### config.mk
export PLATFORM = sky130hd
export DESIGN_NAME = hcc_top
export DESIGN_NICKNAME = d
export VERILOG_FILES = /design/src/common/hcc_pkg.sv /design/src/common/hcc_tmr_if.sv /design/src/core/hcc_timer.sv /design/src/core/hcc_blank.sv /design/src/core/hcc_top.sv
export SDC_FILE = /design/constraint.sdc
export NUM_CORES = 1
export LEC_CHECK = 0
export BUFFER_PORTS_ARGS = -buffer_cell sky130_fd_sc_hd__buf_2
export CORE_MARGIN = 1.5
export CORE_UTILIZATION = 36
export DETAILED_ROUTE_END_ITERATION = 12
export GPL_TIMING_DRIVEN = 0
export SLEW_MARGIN = 20
export SYNTH_ARGS = -nofsm -noshare
export SYNTH_HDL_FRONTEND = slang
export SYNTH_HIERARCHICAL = 1
export SYNTH_SLANG_ARGS = --single-unit
### constraint.sdc
create_clock -name mclk -period 22.5 [get_ports mclk]
set_input_delay 4.5 -clock mclk [delete_from_list [all_inputs] [get_ports mclk]]
set_output_delay 4.5 -clock mclk [all_outputs]
set_load 0.005 [all_outputs]
### src/common/hcc_pkg.sv
package hcc_pkg;

  // time base
  localparam int unsigned CLK_PERIOD_NS     = 50;

  // off-time figures
  localparam int unsigned OFF_INT_NS        = 20000;
  localparam int unsigned OFF_MIN_NS        = 10000;
  localparam int unsigned OFF_MAX_NS        = 80000;
  localparam int unsigned KTOFF_NS_PER_KOHM = 667;
  localparam int unsigned OFF_INT_CYC       = OFF_INT_NS / CLK_PERIOD_NS;
  localparam int unsigned OFF_MIN_CYC       = (OFF_MIN_NS + CLK_PERIOD_NS - 1) / CLK_PERIOD_NS;
  localparam int unsigned OFF_MAX_CYC       = OFF_MAX_NS / CLK_PERIOD_NS;

  // protection and wake timing
  localparam int unsigned RETRY_NS          = 3000000;
  localparam int unsigned RETRY_CYC         = RETRY_NS / CLK_PERIOD_NS;
  localparam int unsigned WAKE_NS           = 2700000;
  localparam int unsigned WAKE_CYC          = WAKE_NS / CLK_PERIOD_NS;
  localparam int unsigned BLANK_NS          = 1000;
  localparam int unsigned BLANK_CYC         = (BLANK_NS + CLK_PERIOD_NS - 1) / CLK_PERIOD_NS;

  // mixed decay split, slow share in percent
  localparam int unsigned PCT_FULL          = 100;
  localparam int unsigned SLOW_PCT_MIX30    = 70;
  localparam int unsigned SLOW_PCT_MIX60    = 40;

  // widths
  localparam int unsigned TW                = 16;
  localparam int unsigned RW                = 20;
  localparam int unsigned KW                = 8;
  localparam int unsigned AW                = 8;
  localparam int unsigned DW                = 32;

  // register map
  localparam logic [AW-1:0] ADR_CFG         = 8'h00;
  localparam logic [AW-1:0] ADR_THR_A       = 8'h04;
  localparam logic [AW-1:0] ADR_THR_B       = 8'h08;
  localparam logic [AW-1:0] ADR_STATUS      = 8'h0c;

  // cfg fields and reset values
  localparam int unsigned   CFG_INT_BIT     = 0;
  localparam int unsigned   CFG_KOHM_LSB    = 8;
  localparam logic          CFG_INT_RST     = 1'b1;
  localparam logic [KW-1:0] CFG_KOHM_RST    = 8'h1e;
  localparam logic [KW-1:0] THR_RST         = 8'h18;

  // status fields
  localparam int unsigned ST_RETRY_A        = 0;
  localparam int unsigned ST_RETRY_B        = 1;
  localparam int unsigned ST_OVER_TEMP      = 2;
  localparam int unsigned ST_VM_UV          = 3;
  localparam int unsigned ST_REG_PIN_A      = 4;
  localparam int unsigned ST_REG_PIN_B      = 5;
  localparam int unsigned ST_AWAKE          = 6;
  localparam int unsigned ST_FAULT_PIN      = 7;

  typedef enum logic [1:0] {
    DEC_SLOW  = 2'b00,
    DEC_MIX30 = 2'b01,
    DEC_MIX60 = 2'b10,
    DEC_FAST  = 2'b11
  } hcc_decay_t;

  typedef enum logic [1:0] {
    BS_DRIVE = 2'b00,
    BS_FAST  = 2'b01,
    BS_SLOW  = 2'b10,
    BS_RETRY = 2'b11
  } hcc_bst_t;

endpackage : hcc_pkg

### src/common/hcc_tmr_if.sv
`timescale 1ns/10ps
`default_nettype none
interface hcc_tmr_if #(parameter int unsigned W = 16);
  logic         load;
  logic [W-1:0] load_val;
  logic [W-1:0] remaining;
  logic         expire;
  modport ctl (output load, output load_val, input remaining, input expire);
  modport tmr (input load, input load_val, output remaining, output expire);
endinterface : hcc_tmr_if
`default_nettype wire

### src/core/hcc_timer.sv
`timescale 1ns/10ps
`default_nettype none
module hcc_timer #(
  parameter int unsigned W = 16
) (
  input  wire logic mclk,
  input  wire logic nrst,
  input  wire logic ce,
  hcc_tmr_if.tmr    t
);
  // load wins over counting so a restart never loses a cycle
  always_ff @(posedge mclk or negedge nrst) begin
    if (!nrst) begin
      t.remaining <= '0;
      t.expire    <= 1'b0;
    end else if (ce) begin
      t.expire <= 1'b0;
      if (t.load) begin
        t.remaining <= t.load_val;
      end else if (t.remaining != '0) begin
        t.remaining <= t.remaining - W'(1);
        t.expire    <= (t.remaining == W'(1));
      end
    end
  end
endmodule : hcc_timer
`default_nettype wire

### src/core/hcc_blank.sv
`timescale 1ns/10ps
`default_nettype none
module hcc_blank #(
  parameter int unsigned N = 20,
  parameter int unsigned W = 8
) (
  input  wire logic mclk,
  input  wire logic nrst,
  input  wire logic ce,
  input  wire logic level,
  output var  logic event_q
);
  localparam logic [W-1:0] N_W = W'(N);
  logic [W-1:0] cnt_q;
  logic         fired_q;

  // one event per excursion; a shorter excursion clears the count
  always_ff @(posedge mclk or negedge nrst) begin
    if (!nrst) begin
      cnt_q   <= '0;
      fired_q <= 1'b0;
      event_q <= 1'b0;
    end else if (ce) begin
      event_q <= 1'b0;
      if (!level) begin
        cnt_q   <= '0;
        fired_q <= 1'b0;
      end else if (cnt_q != N_W) begin
        cnt_q <= cnt_q + W'(1);
      end else if (!fired_q) begin
        event_q <= 1'b1;
        fired_q <= 1'b1;
      end
    end
  end
endmodule : hcc_blank
`default_nettype wire

### src/core/hcc_top.sv
// Local design decisions: the Wishbone register port and the placing of the registers.
`timescale 1ns/10ps
`default_nettype none
module hcc_top #(
  parameter int unsigned RETRY_CYCLES = hcc_pkg::RETRY_CYC,
  parameter int unsigned WAKE_CYCLES  = hcc_pkg::WAKE_CYC,
  parameter int unsigned BLANK_CYCLES = hcc_pkg::BLANK_CYC
) (
  input  wire logic                   mclk,
  input  wire logic                   nrst,
  input  wire logic                   ce,
  input  wire logic                   wb_cyc_i,
  input  wire logic                   wb_stb_i,
  input  wire logic                   wb_we_i,
  input  wire logic [hcc_pkg::AW-1:0] wb_adr_i,
  input  wire logic [3:0]             wb_sel_i,
  input  wire logic [hcc_pkg::DW-1:0] wb_dat_i,
  output var  logic [hcc_pkg::DW-1:0] wb_dat_o,
  output var  logic                   wb_ack_o,
  input  wire logic                   sleep_n,
  input  wire logic                   bridge_en_a,
  input  wire logic                   bridge_en_b,
  input  wire logic                   direction_in_first_a,
  input  wire logic                   direction_in_second_a,
  input  wire logic                   direction_in_first_b,
  input  wire logic                   direction_in_second_b,
  input  wire logic                   decay_select_bit0,
  input  wire logic                   decay_select_bit1,
  input  wire logic                   trip_current_a,
  input  wire logic                   trip_current_b,
  input  wire logic                   overcurrent_a,
  input  wire logic                   overcurrent_b,
  input  wire logic                   near_zero_a,
  input  wire logic                   near_zero_b,
  input  wire logic                   over_temp,
  input  wire logic                   vm_undervoltage,
  output var  logic                   out1_a,
  output var  logic                   out1_a_oe,
  output var  logic                   out2_a,
  output var  logic                   out2_a_oe,
  output var  logic                   out1_b,
  output var  logic                   out1_b_oe,
  output var  logic                   out2_b,
  output var  logic                   out2_b_oe,
  input  wire logic                   bridge_a_regulating_n_i,
  output var  logic                   bridge_a_regulating_n_o,
  output var  logic                   bridge_a_regulating_n_oe,
  input  wire logic                   bridge_b_regulating_n_i,
  output var  logic                   bridge_b_regulating_n_o,
  output var  logic                   bridge_b_regulating_n_oe,
  input  wire logic                   fault_n_i,
  output var  logic                   fault_n_o,
  output var  logic                   fault_n_oe,
  output var  logic [hcc_pkg::KW-1:0] threshold_set_a,
  output var  logic [hcc_pkg::KW-1:0] threshold_set_b
);
  import hcc_pkg::*;

  localparam int unsigned NB = 2;

  ////////////////////////////////////////////////////////////////////////////
  // helpers

  function automatic logic [TW-1:0] off_cycles(input logic internal, input logic [KW-1:0] kohm);
    int unsigned c;
    c = int'(kohm) * KTOFF_NS_PER_KOHM / CLK_PERIOD_NS;
    if (c < OFF_MIN_CYC) c = OFF_MIN_CYC;
    if (c > OFF_MAX_CYC) c = OFF_MAX_CYC;
    if (internal) c = OFF_INT_CYC;
    return TW'(c);
  endfunction : off_cycles

  // remaining count at or below which a mixed off phase turns slow
  function automatic logic [TW-1:0] slow_part(input logic [TW-1:0] off, input hcc_decay_t dec);
    int unsigned p;
    case (dec)
      DEC_SLOW:  p = int'(off);
      DEC_MIX30: p = int'(off) * SLOW_PCT_MIX30 / PCT_FULL;
      DEC_MIX60: p = int'(off) * SLOW_PCT_MIX60 / PCT_FULL;
      default:   p = 0;
    endcase
    return TW'(p);
  endfunction : slow_part

  // {out1, oe1, out2, oe2}
  function automatic logic [3:0] pin_drive(input hcc_bst_t st, input logic ok, input logic en,
                                           input logic d1, input logic d2, input logic zero);
    logic [3:0] r;
    r = 4'h0;
    if (ok && en) begin
      case (st)
        BS_DRIVE: r = {d1, 1'b1, d2, 1'b1};
        BS_SLOW:  r = {1'b0, 1'b1, 1'b0, 1'b1};
        BS_FAST:  r = zero ? 4'h0 : {d2, 1'b1, d1, 1'b1};
        default:  r = 4'h0;
      endcase
    end
    return r;
  endfunction : pin_drive

  ////////////////////////////////////////////////////////////////////////////
  // wishbone slave

  logic          ack_q;
  logic [DW-1:0] dat_q;
  logic          cfg_int_q;
  logic [KW-1:0] cfg_kohm_q;
  logic [KW-1:0] thr_a_q;
  logic [KW-1:0] thr_b_q;
  logic [DW-1:0] status_w;
  logic [DW-1:0] rd_d;
  logic          wb_hit;
  logic          wb_wr;

  assign wb_hit = wb_cyc_i & wb_stb_i & ~ack_q;
  assign wb_wr  = wb_hit & wb_we_i;

  // ack one cycle after the request, dropped the next; unmapped reads zero
  always_ff @(posedge mclk or negedge nrst) begin
    if (!nrst) begin
      ack_q <= 1'b0;
    end else if (ce) begin
      ack_q <= wb_hit;
    end
  end

  always_comb begin
    rd_d = '0;
    case (wb_adr_i)
      ADR_CFG: begin
        rd_d[CFG_INT_BIT]                 = cfg_int_q;
        rd_d[CFG_KOHM_LSB +: KW]          = cfg_kohm_q;
      end
      ADR_THR_A:  rd_d[KW-1:0] = thr_a_q;
      ADR_THR_B:  rd_d[KW-1:0] = thr_b_q;
      ADR_STATUS: rd_d = status_w;
      default:    rd_d = '0;
    endcase
  end

  always_ff @(posedge mclk or negedge nrst) begin
    if (!nrst) begin
      dat_q <= '0;
    end else if (ce && wb_hit) begin
      dat_q <= rd_d;
    end
  end

  always_ff @(posedge mclk or negedge nrst) begin
    if (!nrst) begin
      cfg_int_q  <= CFG_INT_RST;
      cfg_kohm_q <= CFG_KOHM_RST;
    end else if (ce && wb_wr && wb_adr_i == ADR_CFG) begin
      if (wb_sel_i[0]) cfg_int_q <= wb_dat_i[CFG_INT_BIT];
      if (wb_sel_i[1]) cfg_kohm_q <= wb_dat_i[CFG_KOHM_LSB +: KW];
    end
  end

  // per-bridge threshold codes feed the analog comparators
  always_ff @(posedge mclk or negedge nrst) begin
    if (!nrst) begin
      thr_a_q <= THR_RST;
      thr_b_q <= THR_RST;
    end else if (ce && wb_wr && wb_sel_i[0]) begin
      if (wb_adr_i == ADR_THR_A) thr_a_q <= wb_dat_i[KW-1:0];
      if (wb_adr_i == ADR_THR_B) thr_b_q <= wb_dat_i[KW-1:0];
    end
  end

  assign wb_ack_o        = ack_q;
  assign wb_dat_o        = dat_q;
  assign threshold_set_a = thr_a_q;
  assign threshold_set_b = thr_b_q;

  ////////////////////////////////////////////////////////////////////////////
  // sleep and wake

  hcc_tmr_if #(.W(RW)) wake_t ();
  logic awake_q;

  // wake counter is held loaded during sleep, so it starts at release
  assign wake_t.load     = ~sleep_n;
  assign wake_t.load_val = RW'(WAKE_CYCLES);

  hcc_timer #(.W(RW)) u_wake (
    .mclk (mclk),
    .nrst (nrst),
    .ce   (ce),
    .t    (wake_t)
  );

  always_ff @(posedge mclk or negedge nrst) begin
    if (!nrst) begin
      awake_q <= 1'b0;
    end else if (ce) begin
      awake_q <= sleep_n & ~wake_t.load & (wake_t.remaining == '0);
    end
  end

  ////////////////////////////////////////////////////////////////////////////
  // bridges

  logic          global_ok;
  logic [TW-1:0] off_len;
  logic [TW-1:0] slow_len;
  hcc_decay_t    decay_w;
  logic [NB-1:0] en_w;
  logic [NB-1:0] d1_w;
  logic [NB-1:0] d2_w;
  logic [NB-1:0] trip_w;
  logic [NB-1:0] ocp_w;
  logic [NB-1:0] zero_w;

  // thermal and undervoltage gate both bridges while present
  assign global_ok = awake_q & ~over_temp & ~vm_undervoltage;
  assign off_len   = off_cycles(cfg_int_q, cfg_kohm_q);
  assign decay_w   = hcc_decay_t'({decay_select_bit1, decay_select_bit0});
  assign slow_len  = slow_part(off_len, decay_w);
  assign en_w      = {bridge_en_b, bridge_en_a};
  assign d1_w      = {direction_in_first_b, direction_in_first_a};
  assign d2_w      = {direction_in_second_b, direction_in_second_a};
  assign trip_w    = {trip_current_b, trip_current_a};
  assign ocp_w     = {overcurrent_b, overcurrent_a};
  assign zero_w    = {near_zero_b, near_zero_a};

  for (genvar b = 0; b < NB; b++) begin : br
    hcc_tmr_if #(.W(TW)) off_t ();
    hcc_tmr_if #(.W(RW)) retry_t ();
    hcc_bst_t state_q;
    hcc_bst_t state_d;
    logic     ocp_ev;
    logic     driving;
    logic     pwm_edge;
    logic     start_off;
    logic     in_off;
    logic [1:0] dir_prev_q;
    logic     o1_q;
    logic     oe1_q;
    logic     o2_q;
    logic     oe2_q;
    logic     reg_oe_q;

    // each bridge has its own timers and state
    hcc_timer #(.W(TW)) u_off (
      .mclk (mclk),
      .nrst (nrst),
      .ce   (ce),
      .t    (off_t)
    );

    hcc_timer #(.W(RW)) u_retry (
      .mclk (mclk),
      .nrst (nrst),
      .ce   (ce),
      .t    (retry_t)
    );

    hcc_blank #(.N(BLANK_CYCLES), .W(8)) u_blank (
      .mclk    (mclk),
      .nrst    (nrst),
      .ce      (ce),
      .level   (ocp_w[b] & global_ok),
      .event_q (ocp_ev)
    );

    assign driving   = en_w[b] & (d1_w[b] ^ d2_w[b]);
    assign pwm_edge  = ({d1_w[b], d2_w[b]} != dir_prev_q);
    assign in_off    = (state_q == BS_FAST) || (state_q == BS_SLOW);
    assign start_off = (state_q == BS_DRIVE) && global_ok && !ocp_ev && trip_w[b] && driving;

    // restart on trip or on any direction-input change mid off phase
    assign off_t.load       = start_off | (in_off & pwm_edge);
    assign off_t.load_val   = off_len;
    assign retry_t.load     = ocp_ev & (state_q != BS_RETRY);
    assign retry_t.load_val = RW'(RETRY_CYCLES);

    always_comb begin
      state_d = state_q;
      case (state_q)
        BS_DRIVE: begin
          if (ocp_ev) begin
            state_d = BS_RETRY;
          end else if (start_off) begin
            state_d = (decay_w == DEC_SLOW) ? BS_SLOW : BS_FAST;
          end
        end
        BS_FAST: begin
          if (ocp_ev) begin
            state_d = BS_RETRY;
          end else if (off_t.expire && !off_t.load) begin
            state_d = BS_DRIVE;
          end else if (!off_t.load && off_t.remaining <= slow_len) begin
            state_d = BS_SLOW;
          end
        end
        BS_SLOW: begin
          if (ocp_ev) begin
            state_d = BS_RETRY;
          end else if (off_t.expire && !off_t.load) begin
            state_d = BS_DRIVE;
          end
        end
        BS_RETRY: begin
          if (retry_t.expire) begin
            state_d = BS_DRIVE;
          end
        end
        default: state_d = BS_DRIVE;
      endcase
      // sleep stops everything; a disabled bridge leaves its off phase
      if (!awake_q) begin
        state_d = BS_DRIVE;
      end else if (in_off && (!en_w[b] || !global_ok)) begin
        state_d = BS_DRIVE;
      end
    end

    always_ff @(posedge mclk or negedge nrst) begin
      if (!nrst) begin
        state_q <= BS_DRIVE;
      end else if (ce) begin
        state_q <= state_d;
      end
    end

    always_ff @(posedge mclk or negedge nrst) begin
      if (!nrst) begin
        dir_prev_q <= 2'b00;
      end else if (ce) begin
        dir_prev_q <= {d1_w[b], d2_w[b]};
      end
    end

    // decay overrides inputs; retry and faults hold high-z
    always_ff @(posedge mclk or negedge nrst) begin
      if (!nrst) begin
        {o1_q, oe1_q, o2_q, oe2_q} <= 4'h0;
      end else if (ce) begin
        {o1_q, oe1_q, o2_q, oe2_q} <= pin_drive(state_d, global_ok, en_w[b], d1_w[b], d2_w[b], zero_w[b]);
      end
    end

    // pulled low only for regulation-forced slow decay
    always_ff @(posedge mclk or negedge nrst) begin
      if (!nrst) begin
        reg_oe_q <= 1'b0;
      end else if (ce) begin
        reg_oe_q <= (state_d == BS_SLOW);
      end
    end
  end

  ////////////////////////////////////////////////////////////////////////////
  // pins, fault and status

  logic fault_oe_q;
  logic any_retry;

  assign any_retry = (br[0].state_q == BS_RETRY) || (br[1].state_q == BS_RETRY);

  // open drain: pulled low during retry, or for a temp or supply fault while awake
  always_ff @(posedge mclk or negedge nrst) begin
    if (!nrst) begin
      fault_oe_q <= 1'b0;
    end else if (ce) begin
      fault_oe_q <= any_retry | (awake_q & (over_temp | vm_undervoltage));
    end
  end

  always_comb begin
    status_w               = '0;
    status_w[ST_RETRY_A]   = (br[0].state_q == BS_RETRY);
    status_w[ST_RETRY_B]   = (br[1].state_q == BS_RETRY);
    status_w[ST_OVER_TEMP] = over_temp;
    status_w[ST_VM_UV]     = vm_undervoltage;
    status_w[ST_REG_PIN_A] = ~bridge_a_regulating_n_i;
    status_w[ST_REG_PIN_B] = ~bridge_b_regulating_n_i;
    status_w[ST_AWAKE]     = awake_q;
    status_w[ST_FAULT_PIN] = ~fault_n_i;
  end

  assign out1_a                   = br[0].o1_q;
  assign out1_a_oe                = br[0].oe1_q;
  assign out2_a                   = br[0].o2_q;
  assign out2_a_oe                = br[0].oe2_q;
  assign out1_b                   = br[1].o1_q;
  assign out1_b_oe                = br[1].oe1_q;
  assign out2_b                   = br[1].o2_q;
  assign out2_b_oe                = br[1].oe2_q;
  assign bridge_a_regulating_n_o  = 1'b0;
  assign bridge_a_regulating_n_oe = br[0].reg_oe_q;
  assign bridge_b_regulating_n_o  = 1'b0;
  assign bridge_b_regulating_n_oe = br[1].reg_oe_q;
  assign fault_n_o                = 1'b0;
  assign fault_n_oe               = fault_oe_q;

endmodule : hcc_top
`default_nettype wire

### Word-level counts from Yosys, hierarchy flattened

Cells that the tools add are included.

* flip-flop bits (word level): 178
* input port bits: 70
* output and inout bits: 63
* word-level logic and storage cells: 240

* $add $sub $neg: 7
* multiply operators: 3
* div/mod/pow operators: 3
* order comparisons: 4
* eq/ne operators: 30
* muxes and demuxes: 68
* bitwise operators: 27
* reductions and logical operators: 61

Operators by type and width (number)
* $mux W20: 6
* $mux W16: 6
* $reduce_bool A20 Y1: 3
* $sub A20 B1 Y20 const B: 3
* $pmux W16 S3: 1
* $mux W2: 21
* $eq A20 B1 Y1 const B: 2
* $mux W8: 5
* $div A18 B6 Y32 const B: 1
* $div A22 B7 Y32 const B: 1
* $div A23 B7 Y32 const B: 1
* $eq A16 B1 Y1 const B: 2
* $gt A32 B11 Y1 const B: 1
* $le A16 B16 Y1: 2
* $lt A32 B8 Y1 const B: 1
* $mux W32: 1
* $reduce_bool A16 Y1: 2
* $sub A16 B1 Y16 const B: 2
* $reduce_and A2 Y1: 13
* $pmux W4 S3: 2
* $mul A16 B6 Y22 const B: 1
* $pmux W7 S3: 1
* $logic_and A1 B1 Y1: 20
* $logic_not A20 Y1: 1
* other kinds (24): 104

### Depth between registers and ports, before layout

Gate-level depths: netlist of the first run.

* depth after elaboration: 21
* depth in mapped cells: 110
* gate-level depth less buffers: 96

### By module

Netlist of the first run, hierarchy kept.

By module, submodules not included
* hcc_top: instances 1, cells each 1672, area an instance 13126.3 µm², seq. area each 1512.7 µm²
* hcc_timer at br[0].u_retry ...: instances 3, cells each 159, area an instance 1366.3 µm², seq. area each 525.5 µm²
* hcc_timer at br[0].u_off ...: instances 2, cells each 133, area an instance 1124.8 µm², seq. area each 425.4 µm²
* hcc_blank: instances 2, cells each 56, area an instance 561.8 µm², seq. area each 250.2 µm²

### Least setup slack after synthesis of the first run

Ideal clock, no wire load.

* kind: reg2reg
* from: reg cfg_kohm_q[6]
* to: reg br[0].oe1_q (netlist: out1_a_oe)
* setup time: 0.134 ns
* data arrival time: 22.703 ns
* required time: 22.366 ns
* path slack: -0.336 ns
* cell stages (with the launch flop): 104
* buffers on the path: 8
* period minus slack after synthesis: 22.836 ns
* path through: dfrtp_1 -> ha_1 -> inv_1 -> fa_1 -> inv_1 -> fa_1 -> inv_1 -> fa_1 -> inv_1 -> ha_1 -> buf_2 -> a2111o_1 -> or4_4 -> and4_4 -> buf_6 -> o21a_1 -> a311o_1 -> a22oi_4 -> (+68 left out) -> nor2b_1 -> o21ai_0 -> nand2b_1 -> a21oi_1 -> nor2b_1 -> o21ai_0 -> nand2b_1 -> a21oi_1 -> nor2b_1 -> o21ai_0 -> a32oi_1 -> nor2_1 -> a21oi_1 -> a21oi_1 -> o22ai_1 -> a221o_1 -> a21oi_1 -> o22ai_1

* cells in the longest elaborated chain, start to end: 21
* elaborated cells between the ends (all ways): 25
* those cells by class: mul: 3; div: 3; order compare: 3; eq/ne: 2; mux: 12; reduce/logical: 2

RTL lines
* from (decl): line hcc_top.sv:107 `logic [KW-1:0] cfg_kohm_q;`
* from (signal assigned): line hcc_top.sv:155 `if (wb_sel_i[1]) cfg_kohm_q <= wb_dat_i[CFG_KOHM_LSB +: KW];`
* $mul A8 B10 Y18 *: line hcc_top.sv:66 `c = int'(kohm) * KTOFF_NS_PER_KOHM / CLK_PERIOD_NS;`
* $div A18 B6 Y32 *: line hcc_top.sv:66
* $lt A32 B8 Y1: line hcc_top.sv:67 `if (c < OFF_MIN_CYC) c = OFF_MIN_CYC;`
* $mux W32 *: line hcc_top.sv:67
* $gt A32 B11 Y1: line hcc_top.sv:68 `if (c > OFF_MAX_CYC) c = OFF_MAX_CYC;`
* $mux W16 *: line hcc_top.sv:68
* $mux W16 *: line hcc_top.sv:69 `if (internal) c = OFF_INT_CYC;`
* via br[0].off_t.load_val[5]: line hcc_tmr_if.sv:5 `logic [W-1:0] load_val;`
* (+6 left out)
* $mux W2 *: line hcc_top.sv:290 `end else if (off_t.expire && !off_t.load) begin`
* $mux W2 *: line hcc_top.sv:288 `if (ocp_ev) begin`
* $pmux W2 S4 *: line hcc_top.sv:279 `case (state_q)`
* $mux W2 *: line hcc_top.sv:313 `end else if (in_off && (!en_w[b] || !global_ok)) begin`
* $mux W2 *: line hcc_top.sv:311 `if (!awake_q) begin`
* $eq A2 B1 Y1 (tied with other cells): line hcc_top.sv:91 `case (st)`
* $pmux W4 S3 *: line hcc_top.sv:91
* $mux W4 *: line hcc_top.sv:90 `if (ok && en) begin`
* to (signal assigned): line hcc_top.sv:339 `{o1_q, oe1_q, o2_q, oe2_q} <= pin_drive(state_d, global_ok, en_w[b], d1_w[b], d2_w[b], zero_w[b]);`
* to (decl): line hcc_top.sv:238 `logic oe1_q;`

The timed path passes the listed nets; every way through them passes the cells marked *.
A chain may end at the register's enable or synchronous reset.

### Final worst setup path of the first run

Ends and elaborated chain as after synthesis.

==> results.json, run 1 <==
{
  "synthCells": 2522,
  "crit_family": "compound AO/OA/AOI/OAI gates",
  "drive_gt1_frac": 0.2689,
  "rr_startpoint": "cfg_kohm_q[6]",
  "slew_viol_final": 0,
  "grt_use_total": 0.2061,
  "layout_setup_ws_ns": -0.4249,
  "final_nets": 3182,
  "hold-worst-slack_ns": 0.4780,
  "initial_utilization": 0.3643,
  "ir_drop_mv": 0.1716,
  "powerDensity_mw_per_mm2": 90.04,
  "route.final.wire_length_mm": 63.29,
  "final.setup_skew_ns": 0.01189,
  "crit_buf_inv": 18,
  "min_period_over_period": 1.019,
  "post_dp_cell_area_mm2": 0.02248,
  "max_cap_violations": 0,
  "core_area_mm2": 0.05639,
  "critPathRequiredTime_ns": 22.81,
  "grt_max_degree": 83,
  "hpwl_mm": 44.45,
  "startpoint_type": "flop",
  "cts_tree": "yes",
  "path_class": "reg2reg",
  "htreeDepth": 4,
  "first_pass_iters": 6,
  "syn_avg_cell_area_um2": 8.146,
  "clk_latency_ns": 0.45,
  "r2r_setup_slack_ns": -0.42,
  "r2r_end": "out1_a_oe",
  "critPathMaxFanout": 8,
  "run_status": "finished, violations left",
  "cpMaxStageDelayCell": "or4_4",
  "final_antenna_net_count": 0,
  "ff2ff_path_depth": 105,
  "rsz0062_at_grt": "true",
  "root_buffer": "clkbuf_16",
  "crit_path_frequent_cell": "buf_4",
  "setup_tns_ns": -2.867,
  "whs_path_depth": 2,
  "grt_pass1_wl_mm": 103.2,
  "cp-end-kind": "flop",
  "final-setup-viol-count": 11,
  "core.rowCount": 87,
  "ios": 133,
  "overflow": 0,
  "cp_num_cells": 105,
  "slew_headroom": 0.3520,
  "p_leak_nw": 11.30,
  "hold_violations": 0,
  "cp_data_arrival_time_ns": 23.23,
  "clock-sinks": 176,
  "grt_pass1_vias": 20790,
  "place_ws_ns": -3.819,
  "violations": "setup timing",
  "ys_warn_count": 6,
  "slowest_delay_ns": 0.54,
  "drc_errors": 0,
  "wl_per_cell_um": 17.17,
  "placed_cells": 3474,
  "via_per_inst": 5.807,
  "die-area_mm2": 0.05851,
  "antenna_found_initial": 0,
  "hp-start": "wb_dat_o[9]",
  "synthToLayoutAreaGrowth_pct": 28.88,
  "hold_end": "wb_dat_o[9]",
  "fillers": 5500,
  "diodes": 0,
  "min_path_type": "reg2reg",
  "vias": 21410,
  "fp.dieW_um": 241.9,
  "fin_crit_ns": 22.92,
  "max-clock-path-buffers": 2,
  "numPortBuffers": 95,
  "gp_congestion": 0.9089,
  "synthesis.area_mm2": 0.02054,
  "die_y_um": 241.9,
  "cts_buffers": 17,
  "final_area_mm2": 0.02648,
  "fmax_mhz": 43.62,
  "drtIter0Drc": 1248,
  "clk_pin_slew_worst_paths_ns": 0.08,
  "total_power_mw": 2.384,
  "final_util": 0.4696,
  "worst_slew_pin_slew_ns": 0.9618,
  "fin_cells": 3686
}
state kept, by name (all words and copies together), names as in the netlist, 2 cells and up:
register and count:
br.dir_prev_q 4, br.state_q 4, br.u_blank/cnt_q 16, br.u_blank/event_q 2, br.u_blank/fired_q 2, br.u_off/t.expire 2
br.u_off/t.remaining 32, br.u_retry/t.expire 2, br.u_retry/t.remaining 40, cfg_kohm_q 8, threshold_set_a 8, threshold_set_b 8
u_wake/t.remaining 20, wb_dat_o 16
cell type report:
type / instances / area (µm²) / area share
well taps: 756 / 945.9 / 0.03573
flip-flops and latches: 176 / 4419 / 0.1669
clock inverters: 14 / 146.4 / 0.005529
inverters: 164 / 615.6 / 0.02325
repair buffers: 291 / 2046 / 0.07726
multi-input cells: 2149 / 17180 / 0.6488
clock buffers: 18 / 439.2 / 0.01659
plain buffers: 118 / 685.7 / 0.02590
timing repair:
item	in CTS	in global routing
gates cloned	0	0
endpoints found under the setup margin	12	12
resized for setup	266	142
pin swaps	87	130
hold buffers	0	0
setup buffers	111	82
per-layer routing:
layer	GRT usage	vias up	wire, µm
li1	-	10310	-
met1	0.2664	10450	28400
met2	0.3597	551	31360
met3	0.01987	90	2271
met4	0.06599	0	1256
met5	0	-	0
where the power goes:
part,total (mW),internal (mW),switching (mW),leakage [nW]
Combinational,1.63,0.759,0.875,8.76
Clock,0.300,0.159,0.141,0.276
Sequential,0.450,0.369,0.0810,2.26
Total,2.38,1.29,1.10,11.3
worst register-to-register path, delay by kind of cell, from the launching register on:
kind                       cells  cell delay (ns)
muxes                          5             1.18
DFF                            1             0.42
adders and majority gates     10             3.60
buffers and inverters         18             2.32
and+or+nand+nor               20             3.92
AOI/OAI and AO/OA             50            11.17
xor gates and xnor gates       2             0.20
how the worst max path moves through the flow:
stage	from	end	slack, ns
2_1_floorplan	cfg_kohm_q[6]	out1_a_oe	0.008
3_3_place_gp	cfg_kohm_q[5]	out1_a_oe	-3.50
6_report	cfg_kohm_q[6]	out1_a_oe	-0.42
5_1_grt	cfg_kohm_q[6]	out1_a_oe	-1.37
3_5_place_dp	cfg_kohm_q[7]	out1_a_oe	-3.82
4_1_cts	cfg_kohm_q[6]	out2_a	-0.009
placed cells by master (no fill, tap or decap), types with 16 or more instances in the layout:
cell type / count
nor4_1: 43
dfrtp_1: 164
a22oi_1: 36
o31ai_1: 16
o22ai_1: 28
clkbuf_16: 17
ha_1: 151
mux2_2: 38
nand3_1: 62
buf_6: 27
a211o_1: 16
nand2_1: 172
and2_1: 21
nand4_1: 25
o21ai_0: 130
a21oi_2: 25
nor2_1: 162
o2bb2ai_1: 27
a31oi_1: 28
o211ai_1: 42
nor3_1: 77
buf_2: 116
nand2b_1: 19
mux2i_1: 33
or3_1: 31
xor2_1: 18
o21a_1: 29
a21o_1: 38
xnor2_1: 21
inv_1: 157
a21oi_1: 133
clkbuf_1: 50
conb_1: 100
nor2b_1: 22
or4_1: 24
and3_1: 25
fa_1: 25
o21ai_1: 35
buf_4: 206
No activity file was read; power rests on OpenSTA's default activity.
==> run 2, diff against run 1 <==
Settings changed: SYNTH_HIERARCHICAL 1 to not set.
==> results.json, run 2 <==
{
  "drive_gt1_frac": 0.3088,
  "clk_pin_slew_worst_paths_ns": 0.08,
  "initial_utilization": 0.3647,
  "largest_reg_flops": 40,
  "crit_family": "compound AO/OA/AOI/OAI gates",
  "fin_cells": 3416,
  "die_y_um": 233.9,
  "final-setup-viol-count": 12,
  "slew_headroom": 0.2486,
  "synthesis.area_mm2": 0.01920,
  "core_area_mm2": 0.05266,
  "startpoint_type": "flop",
  "critPathRequiredTime_ns": 22.83,
  "ys_seq_area_frac": 0.2300,
  "layout_commonest_cell": "buf_4",
  "grt_use_total": 0.2056,
  "htreeDepth": 4,
  "wl_per_cell_um": 17.26,
  "max_cap_violations": 0,
  "synthCells": 2356,
  "hpwl_mm": 40.60,
  "grt_pass1_vias": 18720,
  "regMostFlops": "br.u_retry.t.remaining",
  "ys_warn_count": 0,
  "setup_tns_ns": -14.15,
  "layout_common_cells": "225 x buf_4, 209 x nand2_1, 169 x nor2_1",
  "slowest_delay_ns": 0.56,
  "slew_viol_final": 0,
  "final_nets": 2976,
  "violations": "setup timing",
  "min_path_type": "reg2reg",
  "final_antenna_net_count": 0,
  "cts_buffers": 17,
  "gp_congestion": 0.8961,
  "drtIter0Drc": 1551,
  "powerDensity_mw_per_mm2": 89.73,
  "total_power_mw": 2.298,
  "synth_common_cells": "219 x nand2_1, 190 x nor2_1, 167 x dfrtp_1",
  "hold_violations": 0,
  "cts_tree": "yes",
  "synthToLayoutAreaGrowth_pct": 33.35,
  "crit_buf_inv": 17,
  "path_class": "reg2reg",
  "rsz0062_at_grt": "true",
  "first_pass_iters": 6,
  "synth_top_area_cell": "dfrtp_1",
  "drc_errors": 0,
  "yosysMostFrequentCell": "nand2_1",
  "syn_avg_cell_area_um2": 8.150,
  "p_leak_nw": 10.98,
  "worst_slew_pin_slew_ns": 1.121,
  "synth.area.top_cells": "dfrtp_1 22%, ha_1 11%, a21oi_1 4.3%",
  "via_per_inst": 5.759,
  "reg_top3": "br.u_retry.t.remaining x40, br.u_off.t.remaining x32, u_wake.t.remaining x20",
  "die-area_mm2": 0.05473,
  "root_buffer": "clkbuf_16",
  "grt_max_degree": 90,
  "postSynth.asyncResetShare": 1.000,
  "layout_setup_ws_ns": -1.355,
  "critPathMaxFanout": 8,
  "cp_data_arrival_time_ns": 24.18,
  "hold_buffers": 0,
  "fin_crit_ns": 23.85,
  "ir_drop_mv": 0.1316,
  "synth_top_area_frac": 0.2176,
  "min_period_over_period": 1.060,
  "ys.flop_type": "dfrtp_1",
  "vias": 19670,
  "numPortBuffers": 95,
  "grt_pass1_wl_mm": 93.38,
  "synth_edf_count": 0,
  "fp.dieW_um": 233.9,
  "route.final.wire_length_mm": 58.96,
  "clk_latency_ns": 0.44,
  "final.setup_skew_ns": 0.01486,
  "placed_cells": 3166,
  "antenna_found_initial": 1,
  "cp-end-kind": "flop",
  "core.rowCount": 84,
  "max-clock-path-buffers": 2,
  "clock-sinks": 176,
  "crit_path_frequent_cell": "buf_4",
  "overflow": 0,
  "ios": 133,
  "cpMaxStageDelayCell": "or4b_4",
  "fmax_mhz": 41.92,
  "run_status": "finished, violations left",
  "synth-seq-cells": 176,
  "yosysUniqueCellTypes": 122
}
## run 2: final timing paths
path	start	to	slack [ns]	depth (start not counted)
max in group asynchronous	nrst	cfg_kohm_q[5]	17.53	2
hold / removal	br[1].u_blank.fired_q	br[1].u_blank.event_q	0.45	1
min in group asynchronous	nrst	u_wake.t.remaining[14]	4.03	1
setup / recovery	cfg_kohm_q[7]	out2_b	-1.35	114
hold reg to reg	br[1].u_blank.fired_q	br[1].u_blank.event_q	0.45	1
setup reg to reg	cfg_kohm_q[7]	out2_b	-1.35	114
## run 2: worst register-to-register path: cells and delay by family, from the launching register on
kind                       cells  cell delay (ns)
and+or+nand+nor               28             5.95
AOI/OAI and AO/OA             52             9.80
DFF                            1             0.48
buffers and inverters         17             2.49
xor gates and xnor gates       2             0.39
adders and majority gates     13             4.28
muxes                          2             0.42
## run 2: layout make-up
cell class / count / area (µm²)
antenna: 1 / 2.502
buffer: 84 / 513.0
clock buffer: 19 / 432.9
clock inverter: 13 / 150.1
fill: 4859 / 27050
inverter: 135 / 506.7
multi-input combinational: 1981 / 16390
sequential: 176 / 4419
tap: 688 / 860.8
timing repair buffer: 319 / 2333
## run 2: kinds of logic (layout without fill, tap and decap cells)
| logic type | count (synthesis) | count (layout) | synth area share |
|---|---|---|---|
| simple gates | 864 | 864 | 0.2257 |
| compound gates | 732 | 732 | 0.2712 |
| buf+inv | 225 | 570 | 0.05194 |
| fa+ha+maj | 197 | 197 | 0.1381 |
| flops | 176 | 176 | 0.2300 |
| xor+xnor | 101 | 101 | 0.04874 |
| mux | 59 | 59 | 0.03402 |
| other cells | 2 | 29 | 0.0003911 |
## run 2: per-stage QoR
step / hold slack, ns / util / instance area, µm² / worst slack [ns]
floorplan: 0.4253 / - / 19600 / 0.01130
global placement: 0.4367 / 0.3975 / 20930 / -4.161
detailed placement: 0.4461 / 0.3984 / 20980 / -4.474
CTS: 0.4565 / 0.4539 / 23900 / -1.019
global route: 0.4837 / 0.4862 / 25600 / -2.284
finish: 0.4542 / 0.4863 / 25600 / -1.355
## run 2: per-layer routing
layer | wire, µm | vias up | share of wire | track usage
met4 | 1251 | 0 | 0.021 | 0.05769
met1 | 26710 | 9590 | 0.45 | 0.2755
met5 | 0 | - | 0 | 0
met3 | 2860 | 98 | 0.049 | 0.02967
met2 | 28140 | 566 | 0.48 | 0.3436
li1 | - | 9420 | - | -
## run 2: what timing repair did
item                       CTS  global route
pin swaps                  119           152
gates cloned                 1             0
resized for setup          250           203
setup endpoints to repair   12            12
buffers inserted           132            91
## run 2: where the power goes
group	internal, mW	switching (mW)	leakage, nW	total [mW]
clock	0.166	0.138	0.278	0.304
combinational	0.692	0.858	8.45	1.55
sequential	0.374	0.0701	2.26	0.444
